[config.mk]
export PLATFORM = sky130hd
export DESIGN_NAME = pll_clock_mode_control
export DESIGN_NICKNAME = d
export VERILOG_FILES = /design/src/rtl/pll_clock_pkg.sv /design/src/rtl/pll_clock_mode_control.sv /design/src/rtl/rate_tick_gen.sv
export SDC_FILE = /design/constraint.sdc
export NUM_CORES = 1
export LEC_CHECK = 0
export BUFFER_PORTS_ARGS = -buffer_cell sky130_fd_sc_hd__buf_4
export CORE_ASPECT_RATIO = 1.25
export CORE_UTILIZATION = 50
export CTS_CLUSTER_SIZE = 8
export DETAILED_ROUTE_END_ITERATION = 8
export PLACE_DENSITY = 0.66
export SLEW_MARGIN = 15
export SYNTH_ARGS = -nofsm -noshare
export SYNTH_HDL_FRONTEND = slang
export SYNTH_SLANG_ARGS = --single-unit
[constraint.sdc]
create_clock -name clock -period 29.6 [get_ports clock]
set_input_delay 1.48 -clock clock [delete_from_list [all_inputs] [get_ports clock]]
set_output_delay 1.48 -clock clock [all_outputs]
set_load 0.005 [all_outputs]
[src/rtl/pll_clock_pkg.sv]
// constants, state type and decode functions of the pll clock control
// assumes a 200 MHz system clock and a 32-bit wishbone register bus
`default_nettype none

package pll_clock_pkg;

  localparam int unsigned CLOCK_HZ          = 200_000_000;
  localparam int unsigned CYCLES_PER_MS     = CLOCK_HZ / 1000;
  localparam int unsigned FRAME_LOCK_MS     = 80;
  localparam int unsigned BIT_LOCK_SHORT_MS = 2;
  localparam int unsigned BIT_LOCK_LONG_MS  = 4;
  localparam int unsigned MASTER_CLOCK_INPUT_LOCK_MS      = 40;
  localparam int unsigned MASTER_CLOCK_INPUT_SLOW_MS      = 60;
  localparam int unsigned TIMER_WIDTH       = 25;
  localparam int unsigned REF_STALE_CYCLES  = 256;
  localparam int unsigned ACC_WIDTH         = 24;
  localparam int unsigned TICKS_PER_FS      = 512;
  localparam logic [1:0]  SHORT_TICKS       = 2'h2;

  localparam logic [7:0]  CONTROL_OFFSET = 8'h00;
  localparam logic [7:0]  SELECT_OFFSET  = 8'h04;
  localparam logic [7:0]  STATUS_OFFSET  = 8'h08;

  localparam int unsigned CTL_POWER    = 0;
  localparam int unsigned CTL_MASTER   = 1;
  localparam int unsigned CTL_MCK_EN   = 2;
  localparam int unsigned CTL_FILTER   = 3;
  localparam int unsigned CTL_DSP0     = 4;
  localparam int unsigned CTL_MSB      = 5;
  localparam int unsigned CTL_POL      = 6;
  localparam int unsigned CTL_DIV_LSB  = 8;
  localparam int unsigned CTL_BCK_LSB  = 10;
  localparam int unsigned SEL_REF_LSB  = 0;
  localparam int unsigned SEL_RATE_LSB = 4;
  localparam logic [31:0] CONTROL_RESET = 32'h0000_0400;
  localparam logic [31:0] SELECT_RESET  = 32'h0000_00F9;
  localparam logic [31:0] CONTROL_MASK  = 32'h0000_0F7F;
  localparam logic [31:0] SELECT_MASK   = 32'h0000_00FF;

  localparam logic [3:0] REF_FRAME    = 4'h0;
  localparam logic [3:0] REF_BIT32    = 4'h2;
  localparam logic [3:0] REF_BIT64    = 4'h3;
  localparam logic [3:0] REF_MASTER_CLOCK_INPUT_ADJ = 4'h9;
  localparam logic [1:0] BCK_32FS     = 2'h1;
  localparam logic [1:0] BCK_64FS     = 2'h2;

  typedef enum logic [3:0] {
    S_OFF    = 4'b0001,
    S_FIRST  = 4'b0010,
    S_RELOCK = 4'b0100,
    S_LOCKED = 4'b1000
  } pll_state_type;

  function automatic logic ref_is_pin(input logic [3:0] ref_code);
    return ref_code == REF_FRAME || ref_code == REF_BIT32
           || ref_code == REF_BIT64;
  endfunction

  // sample rate in millihertz, zero when unsupported
  function automatic logic [63:0] rate_millihz(input logic [3:0] ref_code,
                                               input logic [3:0] rate);
    logic adj;
    adj = ref_code == REF_MASTER_CLOCK_INPUT_ADJ;
    if (ref_is_pin(ref_code)) begin
      if (rate[3])      return 64'd48000000;
      else if (rate[2]) return 64'd24000000;
      else              return 64'd12000000;
    end
    case (rate)
      4'h0:    return 64'd8000000;
      4'h1:    return 64'd12000000;
      4'h2:    return 64'd16000000;
      4'h3:    return 64'd24000000;
      4'h4:    return adj ? 64'd7349918  : 64'd7350000;
      4'h5:    return adj ? 64'd11024877 : 64'd11025000;
      4'h6:    return adj ? 64'd14699840 : 64'd14700000;
      4'h7:    return adj ? 64'd22049750 : 64'd22050000;
      4'hA:    return 64'd32000000;
      4'hB:    return 64'd48000000;
      4'hE:    return adj ? 64'd29399670 : 64'd29400000;
      4'hF:    return adj ? 64'd44099500 : 64'd44100000;
      default: return 64'd0;
    endcase
  endfunction

  function automatic logic ref_supported(input logic [3:0] ref_code);
    return ref_is_pin(ref_code) || ref_code[3:2] == 2'h1
           || ref_code == 4'h8 || ref_code == 4'h9 || ref_code[3:2] == 2'h3;
  endfunction

  // accumulator step giving TICKS_PER_FS ticks per sample period
  function automatic logic [ACC_WIDTH-1:0] rate_step(input logic [63:0] mhz);
    logic [63:0] prod;
    prod = (mhz * 64'(TICKS_PER_FS)) << ACC_WIDTH;
    return ACC_WIDTH'(prod / (64'(CLOCK_HZ) * 64'd1000));
  endfunction

endpackage

`default_nettype wire

[src/rtl/pll_clock_mode_control.sv]
// pll clock mode control: lock timing, rate decode and clock output gating
// assumes a wishbone classic master and asynchronous reference pins
// What the document requires of this block and its host
// with power enable set, clocks come from the pll per reference and rate
// reference 0000 frame clock 1fs, 0010 bit clock 32fs, 0011 bit 64fs
// reference 1001 is default, 12MHz master clock, lower jitter than 0110
// master clock codes map to nine input frequencies; others unsupported
// lock within 80ms frame, 2 or 4ms bit, 40 or 60ms master clock
// host waits the longest lock time before trusting clocks or samples
// host gives a stable reference; lock time counts from stable reference
// master clock reference decodes rate codes to twelve sample rates
// with reference 1001 the 44.1kHz family runs slightly low
// pin references use only upper two rate bits as a range
// master mode after power enable, bit and frame clocks low until lock
// unlocked master clock output irregular if enabled, low if disabled
// dsp mode 0, first frame after lock carries left channel
// first bit clock high shortened by 1/256fs when msb start differs
// host clears power enable for rate change; bit and frame go low
// relock makes bit and frame invalid; locked frame runs at 1fs
// slave master clock output invalid before lock, divided after lock; held low here with a pin reference
// slave samples invalid while pll unlocked
// master select one is master, zero is slave; slave after reset
// master clock divider 00 256fs, 01 128fs, 10 64fs, 11 32fs
// bit clock ratio 01 32fs, 10 64fs; 00 and 11 unsupported
//
// The implementer's own choices: the address map and the Wishbone interface to the registers.
`default_nettype none

module pll_clock_mode_control
  import pll_clock_pkg::*;
#(
  parameter int unsigned FRAME_LOCK_CYCLES =
    pll_clock_pkg::FRAME_LOCK_MS * pll_clock_pkg::CYCLES_PER_MS,
  parameter int unsigned BIT_SHORT_CYCLES =
    pll_clock_pkg::BIT_LOCK_SHORT_MS * pll_clock_pkg::CYCLES_PER_MS,
  parameter int unsigned BIT_LONG_CYCLES =
    pll_clock_pkg::BIT_LOCK_LONG_MS * pll_clock_pkg::CYCLES_PER_MS,
  parameter int unsigned MASTER_CLOCK_INPUT_LOCK_CYCLES =
    pll_clock_pkg::MASTER_CLOCK_INPUT_LOCK_MS * pll_clock_pkg::CYCLES_PER_MS,
  parameter int unsigned MASTER_CLOCK_INPUT_SLOW_CYCLES =
    pll_clock_pkg::MASTER_CLOCK_INPUT_SLOW_MS * pll_clock_pkg::CYCLES_PER_MS
) (
  input  wire logic        clock,
  input  wire logic        reset,
  input  wire logic        wb_cyc_i,
  input  wire logic        wb_stb_i,
  input  wire logic        wb_we_i,
  input  wire logic [7:0]  wb_adr_i,
  input  wire logic [3:0]  wb_sel_i,
  input  wire logic [31:0] wb_dat_i,
  output var  logic [31:0] wb_dat_o,
  output var  logic        wb_ack_o,
  input  wire logic        master_clock_input,
  input  wire logic        bit_clock_in,
  input  wire logic        frame_clock_in,
  output var  logic        master_clock_output,
  output var  logic        bit_clock_out,
  output var  logic        bit_clock_oe,
  output var  logic        frame_clock_out,
  output var  logic        frame_clock_oe,
  output var  logic        samples_valid
);

  import pll_clock_pkg::*;

  function automatic logic [31:0] lane_merge(input logic [31:0] old_v,
                                             input logic [31:0] new_v,
                                             input logic [3:0]  sel);
    logic [31:0] r;
    r = old_v;
    for (int i = 0; i < 4; i++) begin
      if (sel[i]) r[8*i +: 8] = new_v[8*i +: 8];
    end
    return r;
  endfunction

  ////////////////////////////////////////////////////////////////////////////
  // register bus

  logic [31:0]   control_reg;
  logic [31:0]   select_reg;
  logic          ack_next;
  logic [31:0]   rdata_next;
  logic          bus_req;
  logic          wr_control;
  logic          wr_select;
  logic [31:0]   select_next;
  logic          restart;
  pll_state_type state_reg;
  pll_state_type state_next;
  logic          ref_active;
  logic          config_ok;
  logic [31:0]   status_word;

  assign bus_req    = wb_cyc_i & wb_stb_i & ~wb_ack_o;
  assign ack_next   = bus_req;
  assign wr_control = bus_req & wb_we_i
                      & wb_adr_i[7:2] == CONTROL_OFFSET[7:2];
  assign wr_select  = bus_req & wb_we_i
                      & wb_adr_i[7:2] == SELECT_OFFSET[7:2];
  assign select_next = lane_merge(select_reg, wb_dat_i, wb_sel_i)
                       & SELECT_MASK;
  assign status_word = {27'h0, samples_valid, ~config_ok, ref_active,
                        state_reg == S_RELOCK || state_reg == S_FIRST,
                        state_reg == S_LOCKED};
  assign rdata_next =
    wb_adr_i[7:2] == CONTROL_OFFSET[7:2] ? control_reg :
    wb_adr_i[7:2] == SELECT_OFFSET[7:2]  ? select_reg  :
    wb_adr_i[7:2] == STATUS_OFFSET[7:2]  ? status_word : 32'h0000_0000;

  // a change of reference or rate while running forces a new acquisition
  assign restart = wr_select & (select_next != select_reg)
                   & state_reg != S_OFF;

  always_ff @(posedge clock or posedge reset) begin
    if (reset) begin
      control_reg <= CONTROL_RESET;
      select_reg  <= SELECT_RESET;
      wb_ack_o    <= 1'b0;
      wb_dat_o    <= 32'h0000_0000;
    end else begin
      wb_ack_o <= ack_next;
      if (bus_req) wb_dat_o <= rdata_next;
      if (wr_control)
        control_reg <= lane_merge(control_reg, wb_dat_i, wb_sel_i)
                       & CONTROL_MASK;
      if (wr_select) select_reg <= select_next;
    end
  end

  ////////////////////////////////////////////////////////////////////////////
  // field decode

  logic       power_en;
  logic       master_sel;
  logic       mck_en;
  logic       filter_long;
  logic       dsp_mode0;
  logic       dsp_msb_start_select;
  logic       bit_clock_polarity;
  logic [1:0] master_clock_out_divider;
  logic [1:0] bit_clock_ratio_select;
  logic [3:0] pll_reference_select;
  logic [3:0] sample_rate_select;
  logic       ref_pin;
  logic       ratio_ok;
  logic [63:0] fs_millihz;
  logic [ACC_WIDTH-1:0] step;

  assign power_en    = control_reg[CTL_POWER];
  assign master_sel  = control_reg[CTL_MASTER];
  assign mck_en      = control_reg[CTL_MCK_EN];
  assign filter_long = control_reg[CTL_FILTER];
  assign dsp_mode0   = control_reg[CTL_DSP0];
  assign dsp_msb_start_select = control_reg[CTL_MSB];
  assign bit_clock_polarity   = control_reg[CTL_POL];
  assign master_clock_out_divider = control_reg[CTL_DIV_LSB +: 2];
  assign bit_clock_ratio_select   = control_reg[CTL_BCK_LSB +: 2];
  assign pll_reference_select = select_reg[SEL_REF_LSB +: 4];
  assign sample_rate_select   = select_reg[SEL_RATE_LSB +: 4];

  assign ref_pin    = ref_is_pin(pll_reference_select);
  assign fs_millihz = rate_millihz(pll_reference_select,
                                   sample_rate_select);
  assign step       = rate_step(fs_millihz);
  assign ratio_ok   = bit_clock_ratio_select == BCK_32FS
                      || bit_clock_ratio_select == BCK_64FS;
  // a pin reference cannot be used while this end drives those pins
  assign config_ok  = ref_supported(pll_reference_select)
                      && fs_millihz != 64'd0
                      && !(master_sel && (ref_pin || !ratio_ok));

  ////////////////////////////////////////////////////////////////////////////
  // reference activity

  logic [2:0] pin_meta_reg;
  logic [2:0] pin_sync_reg;
  logic       ref_level;
  logic       ref_prev_reg;
  logic [8:0] stale_reg;

  assign ref_level =
    pll_reference_select == REF_FRAME ? pin_sync_reg[2] :
    ref_pin                           ? pin_sync_reg[1] : pin_sync_reg[0];
  assign ref_active = stale_reg < 9'(REF_STALE_CYCLES);

  always_ff @(posedge clock or posedge reset) begin
    if (reset) begin
      pin_meta_reg <= 3'h0;
      pin_sync_reg <= 3'h0;
      ref_prev_reg <= 1'b0;
      stale_reg    <= 9'(REF_STALE_CYCLES);
    end else begin
      pin_meta_reg <= {frame_clock_in, bit_clock_in, master_clock_input};
      pin_sync_reg <= pin_meta_reg;
      ref_prev_reg <= ref_level;
      if (ref_level != ref_prev_reg) stale_reg <= 9'h000;
      else if (!ref_active) stale_reg <= stale_reg;
      else stale_reg <= stale_reg + 9'h001;
    end
  end

  ////////////////////////////////////////////////////////////////////////////
  // lock sequencing

  logic [TIMER_WIDTH-1:0] timer_reg;
  logic [TIMER_WIDTH-1:0] lock_target;
  logic                   timer_done;
  logic                   counting;
  logic                   master_clock_input_slow;

  assign master_clock_input_slow = pll_reference_select[3:1] == 3'h7;
  assign lock_target = TIMER_WIDTH'(
    pll_reference_select == REF_FRAME ? FRAME_LOCK_CYCLES :
    ref_pin   ? (filter_long ? BIT_LONG_CYCLES : BIT_SHORT_CYCLES) :
    master_clock_input_slow ? MASTER_CLOCK_INPUT_SLOW_CYCLES : MASTER_CLOCK_INPUT_LOCK_CYCLES);
  // counting only runs on a present reference and a usable setting
  assign counting   = (state_reg == S_FIRST || state_reg == S_RELOCK)
                      && ref_active && config_ok && !restart;
  assign timer_done = counting && timer_reg >= lock_target - 1'b1;

  always_comb begin
    state_next = state_reg;
    case (state_reg)
      S_OFF:    if (power_en) state_next = S_FIRST;
      S_FIRST:  if (timer_done) state_next = S_LOCKED;
      S_RELOCK: if (timer_done) state_next = S_LOCKED;
      S_LOCKED: if (restart || !config_ok) state_next = S_RELOCK;
      default:  state_next = S_OFF;
    endcase
    if (!power_en) state_next = S_OFF;
  end

  always_ff @(posedge clock or posedge reset) begin
    if (reset) begin
      state_reg <= S_OFF;
      timer_reg <= '0;
    end else begin
      state_reg <= state_next;
      timer_reg <= counting && !timer_done ? timer_reg + 1'b1 : '0;
    end
  end

  ////////////////////////////////////////////////////////////////////////////
  // clock generation

  logic       tick;
  logic [8:0] phase_reg;
  logic       lock_entry;
  logic       bclk_pol;
  logic       first_pulse_reg;
  logic [1:0] hi_ticks_reg;
  logic       short_mask;
  logic       bit_gen;
  logic       frame_gen;
  logic       mck_gen;

  rate_tick_gen #(
    .WIDTH (ACC_WIDTH)
  ) u_tick (
    .clock  (clock),
    .reset  (reset),
    .enable (state_reg != S_OFF && config_ok),
    .step   (step),
    .tick   (tick)
  );

  assign lock_entry = state_next == S_LOCKED && state_reg != S_LOCKED;
  assign bclk_pol   = (bit_clock_ratio_select == BCK_64FS ? phase_reg[2]
                       : phase_reg[3]) ^ bit_clock_polarity;
  assign short_mask = first_pulse_reg && hi_ticks_reg < SHORT_TICKS;
  assign bit_gen    = state_reg == S_LOCKED ? bclk_pol & ~short_mask
                    : state_reg == S_RELOCK ? bclk_pol : 1'b0;
  // phase zero opens the left half of the frame
  assign frame_gen  = state_reg == S_LOCKED || state_reg == S_RELOCK
                      ? ~phase_reg[8] : 1'b0;
  assign mck_gen    = phase_reg[master_clock_out_divider];

  always_ff @(posedge clock or posedge reset) begin
    if (reset) begin
      phase_reg       <= 9'h000;
      first_pulse_reg <= 1'b0;
      hi_ticks_reg    <= 2'h0;
    end else begin
      if (lock_entry) phase_reg <= 9'h000;
      else if (tick) phase_reg <= phase_reg + 9'h001;
      if (lock_entry) begin
        first_pulse_reg <= dsp_mode0
                           & (dsp_msb_start_select ^ bit_clock_polarity);
        hi_ticks_reg    <= 2'h0;
      end else if (first_pulse_reg && tick) begin
        if (bclk_pol && hi_ticks_reg < SHORT_TICKS)
          hi_ticks_reg <= hi_ticks_reg + 2'h1;
        else if (!bclk_pol && hi_ticks_reg != 2'h0)
          first_pulse_reg <= 1'b0;
      end
    end
  end

  ////////////////////////////////////////////////////////////////////////////
  // pin outputs

  always_ff @(posedge clock or posedge reset) begin
    if (reset) begin
      master_clock_output <= 1'b0;
      bit_clock_out       <= 1'b0;
      bit_clock_oe        <= 1'b0;
      frame_clock_out     <= 1'b0;
      frame_clock_oe      <= 1'b0;
      samples_valid       <= 1'b0;
    end else begin
      master_clock_output <= mck_en && state_reg != S_OFF
                             && !(ref_pin && !master_sel)
                             && mck_gen;
      bit_clock_out   <= master_sel & bit_gen;
      bit_clock_oe    <= master_sel;
      frame_clock_out <= master_sel & frame_gen;
      frame_clock_oe  <= master_sel;
      samples_valid   <= state_reg == S_LOCKED;
    end
  end
endmodule

`default_nettype wire

[src/rtl/rate_tick_gen.sv]
// phase accumulator giving one tick per carry
// assumes step well below half the accumulator range
`default_nettype none

module rate_tick_gen #(
  parameter int unsigned WIDTH = 24
) (
  input  wire logic             clock,
  input  wire logic             reset,
  input  wire logic             enable,
  input  wire logic [WIDTH-1:0] step,
  output var  logic             tick
);

  logic [WIDTH:0] acc_next;
  logic [WIDTH-1:0] acc_reg;

  assign acc_next = {1'b0, acc_reg} + {1'b0, step};

  always_ff @(posedge clock or posedge reset) begin
    if (reset) begin
      acc_reg <= '0;
      tick    <= 1'b0;
    end else begin
      acc_reg <= enable ? acc_next[WIDTH-1:0] : '0;
      tick    <= enable & acc_next[WIDTH];
    end
  end

endmodule

`default_nettype wire

* Yosys cells after proc, flatten, opt, wreduce, memory -nomap -nowiden *
Index checks and enable logic that the tools add are counted.
W data, S select, Z words.

word-level totals
  logic and storage cells = 179
  bits of input ports = 52
  output and inout port bits = 39
  register bits after elaboration = 139

cells by class
  div/mod/pow operators = 1
  order comparisons = 4
  multiplexer cells = 45
  equal/unequal tests = 32
  bitwise operators = 18
  $add $sub $neg = 6
  reductions and logical operators = 52

operators with widths
  operator                  count
  $pmux W26 S12             1
  $mux W64                  2
  $mux W24                  4
  $div A64 B38 Y64 const B  1
  $reduce_bool A64 Y1       1
  $mux W25                  2
  $mux W9                   5
  $eq A4 B4 Y1 const B      8
  $mux W26                  1
  $add A24 B24 Y25          1
  $add A25 B1 Y25 const B   1
  $ge A25 B25 Y1            1
  $sub A24 B1 Y25 const B   1
  $mux W12                  2
  $mux W8                   3
  $eq A4 B2 Y1 const B      5
  $eq A4 B3 Y1 const B      5
  $mux W20                  1
  $add A9 B1 Y9 const B     2
  $logic_and A1 B1 Y1       18
  $and A1 B1 Y1             12
  $mux W1                   12
  $mux W4                   3
  $pmux W4 S3               1
  31 further kinds          65

* Logic depth before layout (Yosys ltp) *
  depth in word-level cells = 19
  mapped depth = 119
  gate-level depth less buffers = 103

* Cells and area by module *
A second synthesis with hierarchy kept.

unflattened totals
  cell total of the unflattened synthesis = 2997
  area total of the unflattened synthesis = 21933.5 um2

by module, submodules not included
  module                  cells each  area each (um2)  seq. area each (um2)  times used
  pll_clock_mode_control  2775        19927.9          2363.5                1
  rate_tick_gen           222         2005.7           625.6                 1

* Worst setup path before layout *
No wires, ideal clock.

  path type = flip-flop to flip-flop
  from = register select_reg[5]
  to = register u_tick.acc_reg[22]
  library setup time = 132 ps
  data required time = 29468 ps
  setup slack = 7904 ps
  cell stages (with the launch flop) = 112
  path buffers = 14
  period minus slack after synthesis = 21696 ps
  data arrival time = 21564 ps
  cells stage by stage = dfstp_2 > buf_4 > buf_6 > buf_2 > clkbuf_1 > buf_1 > a311o_1 > inv_1 > ha_1 > nor2b_1 > nor3_1 > a211o_1 > o21ai_2 > xnor3_1 > or4_4 > nand2_4 > xor2_4 > mux4_2 > (+76 left out) > a21oi_1 > o21bai_1 > a21oi_1 > o21bai_1 > a21oi_1 > o21bai_1 > a21oi_1 > o21bai_1 > a21oi_1 > o21bai_1 > a21oi_1 > o21bai_1 > a21oi_1 > o21bai_1 > a21o_1 > a21o_1 > xnor2_1 > nor2_1

on the way
  longest elaborated chain between the ends = 8
  elaborated cells between the ends (all ways) = 21
  those cells by class = 1 x add/sub; 1 x div; 11 x eq/ne; 3 x mux; 5 x reduce/logical

ends and longest elaborated chain
  what                                                                      RTL line                       source
  start: declaration                                                        pll_clock_mode_control.sv:81   logic [31:0] select_reg;
  start signal: assignment                                                  pll_clock_mode_control.sv:127  if (wr_select) select_reg <= select_next;
  $eq A4 B4 Y1, or another cell as far along                                pll_clock_pkg.sv:69            case (rate)
  $pmux W26 S12 (*)                                                         pll_clock_pkg.sv:69
  $mux W64 (*)                                                              pll_clock_pkg.sv:69
  parallel branches: the longest is 4 deep, another holds $div A64 B38 Y64  --
  $mux W24 (*)                                                              rate_tick_gen.sv:25            acc_reg <= enable ? acc_next[WIDTH-1:0] : '0;
  end signal: assignment                                                    rate_tick_gen.sv:25
  end: declaration                                                          rate_tick_gen.sv:16            logic [WIDTH-1:0] acc_reg;

Mark *: on every way between the ends.
A chain may end at the register's enable or synchronous reset.

* Final worst setup path *
  from = register select_reg[7]
  to = register u_tick.acc_reg[22]

on the way
  longest elaborated chain between the ends = 8
  elaborated cells between the ends (all ways) = 23
  those cells by class = 1 x add/sub; 1 x div; 11 x eq/ne; 5 x mux; 5 x reduce/logical

ends and longest elaborated chain
  what                                                                      RTL line
  $eq A4 B4 Y1, or another cell as far along                                pll_clock_pkg.sv:69
  $pmux W26 S12 / $mux W64 (equally long branches)                          pll_clock_pkg.sv:69, pll_clock_pkg.sv:64
  $mux W64 (*)                                                              pll_clock_pkg.sv:69
  parallel branches: the longest is 4 deep, another holds $div A64 B38 Y64  --
  $mux W24 (*)                                                              rate_tick_gen.sv:25

Mark *: on every way between the ends. The select of a mux whose other input is x is not followed.

==> impl_metrics.yaml <==
sta:
  rsz0062_at_grt: "no"
  fin_crit_ps: 26080
  finalMaxSlewViolations: 0
  fin_crit_sh_pct: 88.1
  finalHoldViolCount: 0
  clock_skew_ps: 10.6
  slew_headroom_pct: 26.3
  setup_viol: 0
  tightest_slew_ps: 1100
  setup_tns_ps: 0
  max_freq_ghz: 0.0383
routing:
  viasPerCell: 6.40
  ant_nets: 0
  drtIter0Drc: 1997
  drc: 0
  routed_wl_mm: 64.8
  dr.pass1.iters: 5
  wl_per_cell_um: 18.4
  vias: 22553
die:
  die_w_um: 188
  io_pins: 91
  start_util_pct: 50.6
  core_area_um2: 43000
  rows: 85
  die_h_um: 235
  dieArea_um2: 44300
global_route:
  grt_max_degree: 78
  grtUsageTotal_pct: 28.5
  grt_pass1_wl_mm: 107
  first_global_vias: 21579
  grt_overflow: 0
  antenna_found_initial: 0
clocking:
  ctsResizeCount: 0
  clkSlewWorstSetupHoldPaths_ps: 60
  cts_max_level: 4
  clkLatencyLatePin_ps: 420
  clkSinkCount: 119
  holdBufCountCts: 0
  cts-root-buf: "clkbuf_16"
  cts_tree: "built"
  clockBufferDepth: 2
  post-cts-setup-buffer-count: 0
  cts_made_buffers: 17
job:
  drv_cap: 0
cells_and_area:
  area_growth_pct: 5.40
  drive_gt1_share_pct: 9.06
  finalNonFillerCells: 3522
  largest_reg_flops: 25
  n_fill_cell: 4265
  final_common_cell: "nor2_1"
  n_antenna_cell: 0
  layout_common_cells: "299 x nor2_1, 278 x nand2_1, 208 x xnor2_1, 200 x a21oi_1, 153 x o21ai_0"
  final_nets: 3064
synth:
  synth_edf_count: 0
  async_flop_share_pct: 100
  seq_area_frac_synth_pct: 13.8
  syn-instance-count: 2992
  synth_area_leaders: "dfrtp_1 13%, xnor2_1 8.4%, xor2_1 5.6%, nor2_1 5.2%, nand2_1 4.8%"
  ys_ff_latch: 119
  avgSynthCellArea_um2: 7.26
  synth_flop_cell: "dfrtp_1"
  synth_cell_types: 136
  yosysTopAreaCellShare_pct: 12.7
  yosysTopAreaCell: "dfrtp_1"
  ys_warn_count: 0
  synth_area_um2: 21700
critical_path:
  slowest_delay_ps: 640
  crit_fanout: 66
  path_class: "reg -> reg"
  end_kind: "flop"
  start_kind: "flop"
  crit_slowest_cell: "o21ai_2"
  crit_required_ps: 29860
  path_common_cell: "a21oi_1"
  cp_data_arrival_time_ps: 26340
placement:
  dp_hpwl_mm: 50.4
  gp_congestion: 0.918
  io_buffer_count: 46
  place_inst: 3490
run_status:
  status: "completed"
worst_hold_path:
  hold_path_class: "reg -> reg"
==> worst max-delay path, delay by kind of cell, from the launching register on <==
family	cells	cell delay [ps]
multiplexers	2	850
buffers and inverters	11	3360
AND/OR/NAND/NOR	21	5320
flip-flops	1	560
AO/OA/AOI/OAI	50	11310
XOR/XNOR	8	2450
adder cells (fa/ha/maj)	6	1950
==> cell type report <==
| cell class | instances | area [µm²] | area share (%) |
|---|---|---|---|
| clock buffer | 18 | 439 | 1.92 |
| clock inverter | 14 | 189 | 0.825 |
| inverter | 109 | 412 | 1.80 |
| multi-input combinational | 2630 | 17700 | 77.1 |
| sequential | 119 | 2990 | 13.1 |
| tap | 565 | 707 | 3.09 |
| timing repair buffer | 67 | 503 | 2.20 |
==> through the flow <==
stage / hold WS (ps) / worst slack [ps] / cell area, µm² / utilization (%)
after floorplan: 331 / 7900 / 21800 / -
after global placement: 336 / 4300 / 22300 / 51.8
after detailed placement: 340 / 4030 / 22300 / 51.8
after CTS: 356 / 3900 / 22900 / 53.3
after global routing: 371 / 1640 / 22900 / 53.3
final: 350 / 3520 / 22900 / 53.3
==> metal layers <==
layer	part of all wire [%]	global-route usage, %
met4	2.9	9.95
met1	45	37.0
met3	4.6	1.97
met2	48	49.6
met5	0	0
==> logic make-up (layout without fill, tap and decap cells) <==
group	after synthesis	in the layout	synth area share [%]
AO/OA/AOI/OAI	930	930	30.0
XOR/XNOR	378	378	16.7
other	2	24	0.0346
adder cells (fa/ha/maj)	68	68	3.95
buffers and inverters	265	208	5.37
AND/OR/NAND/NOR	1161	1161	26.8
flip-flops	119	119	13.8
multiplexers	69	69	3.43
==> worst paths after layout <==
path / start / to / slack (ps) / cells past startpoint
min in group asynchronous: reset / wb_dat_o[9]$_DFFE_PP0P_ / 1110 / 2
setup reg to reg: select_reg[7]$_DFFE_PP1P_ / u_tick.acc_reg[22]$_DFF_PP0_ / 3520 / 98
max in group asynchronous: reset / timer_reg[19]$_DFF_PP0_ / 27120 / 3
setup / recovery: select_reg[7]$_DFFE_PP1P_ / u_tick.acc_reg[22]$_DFF_PP0_ / 3520 / 98
hold reg to reg: pin_meta_reg[1]$_DFF_PP0_ / pin_sync_reg[1]$_DFF_PP0_ / 350 / 0
hold / removal: pin_meta_reg[1]$_DFF_PP0_ / pin_sync_reg[1]$_DFF_PP0_ / 350 / 0
==> Yosys cell counts, types with 28 or more instances <==
library cell  count
clkbuf_1         77
dfrtp_1         110
nor2_1          299
xnor2_1         208
o21ai_1          49
o21a_1           30
o211ai_1         35
and3_1           38
and2_1           34
buf_4            33
a211oi_1         28
nand2_1         278
a21oi_1         200
nand3_1         126
nor2b_1          37
a31oi_1          36
mux2i_1          43
inv_1            88
a21o_1           40
xor2_1          139
or3_1            31
o21ai_0         153
nand4_1          33
nor3_1           87
ha_1             67
nor4_1           28
nand2b_1         43
Power is not shown: default switching activity piles up to over one toggle a cycle in this logic, so the estimate is an artifact.
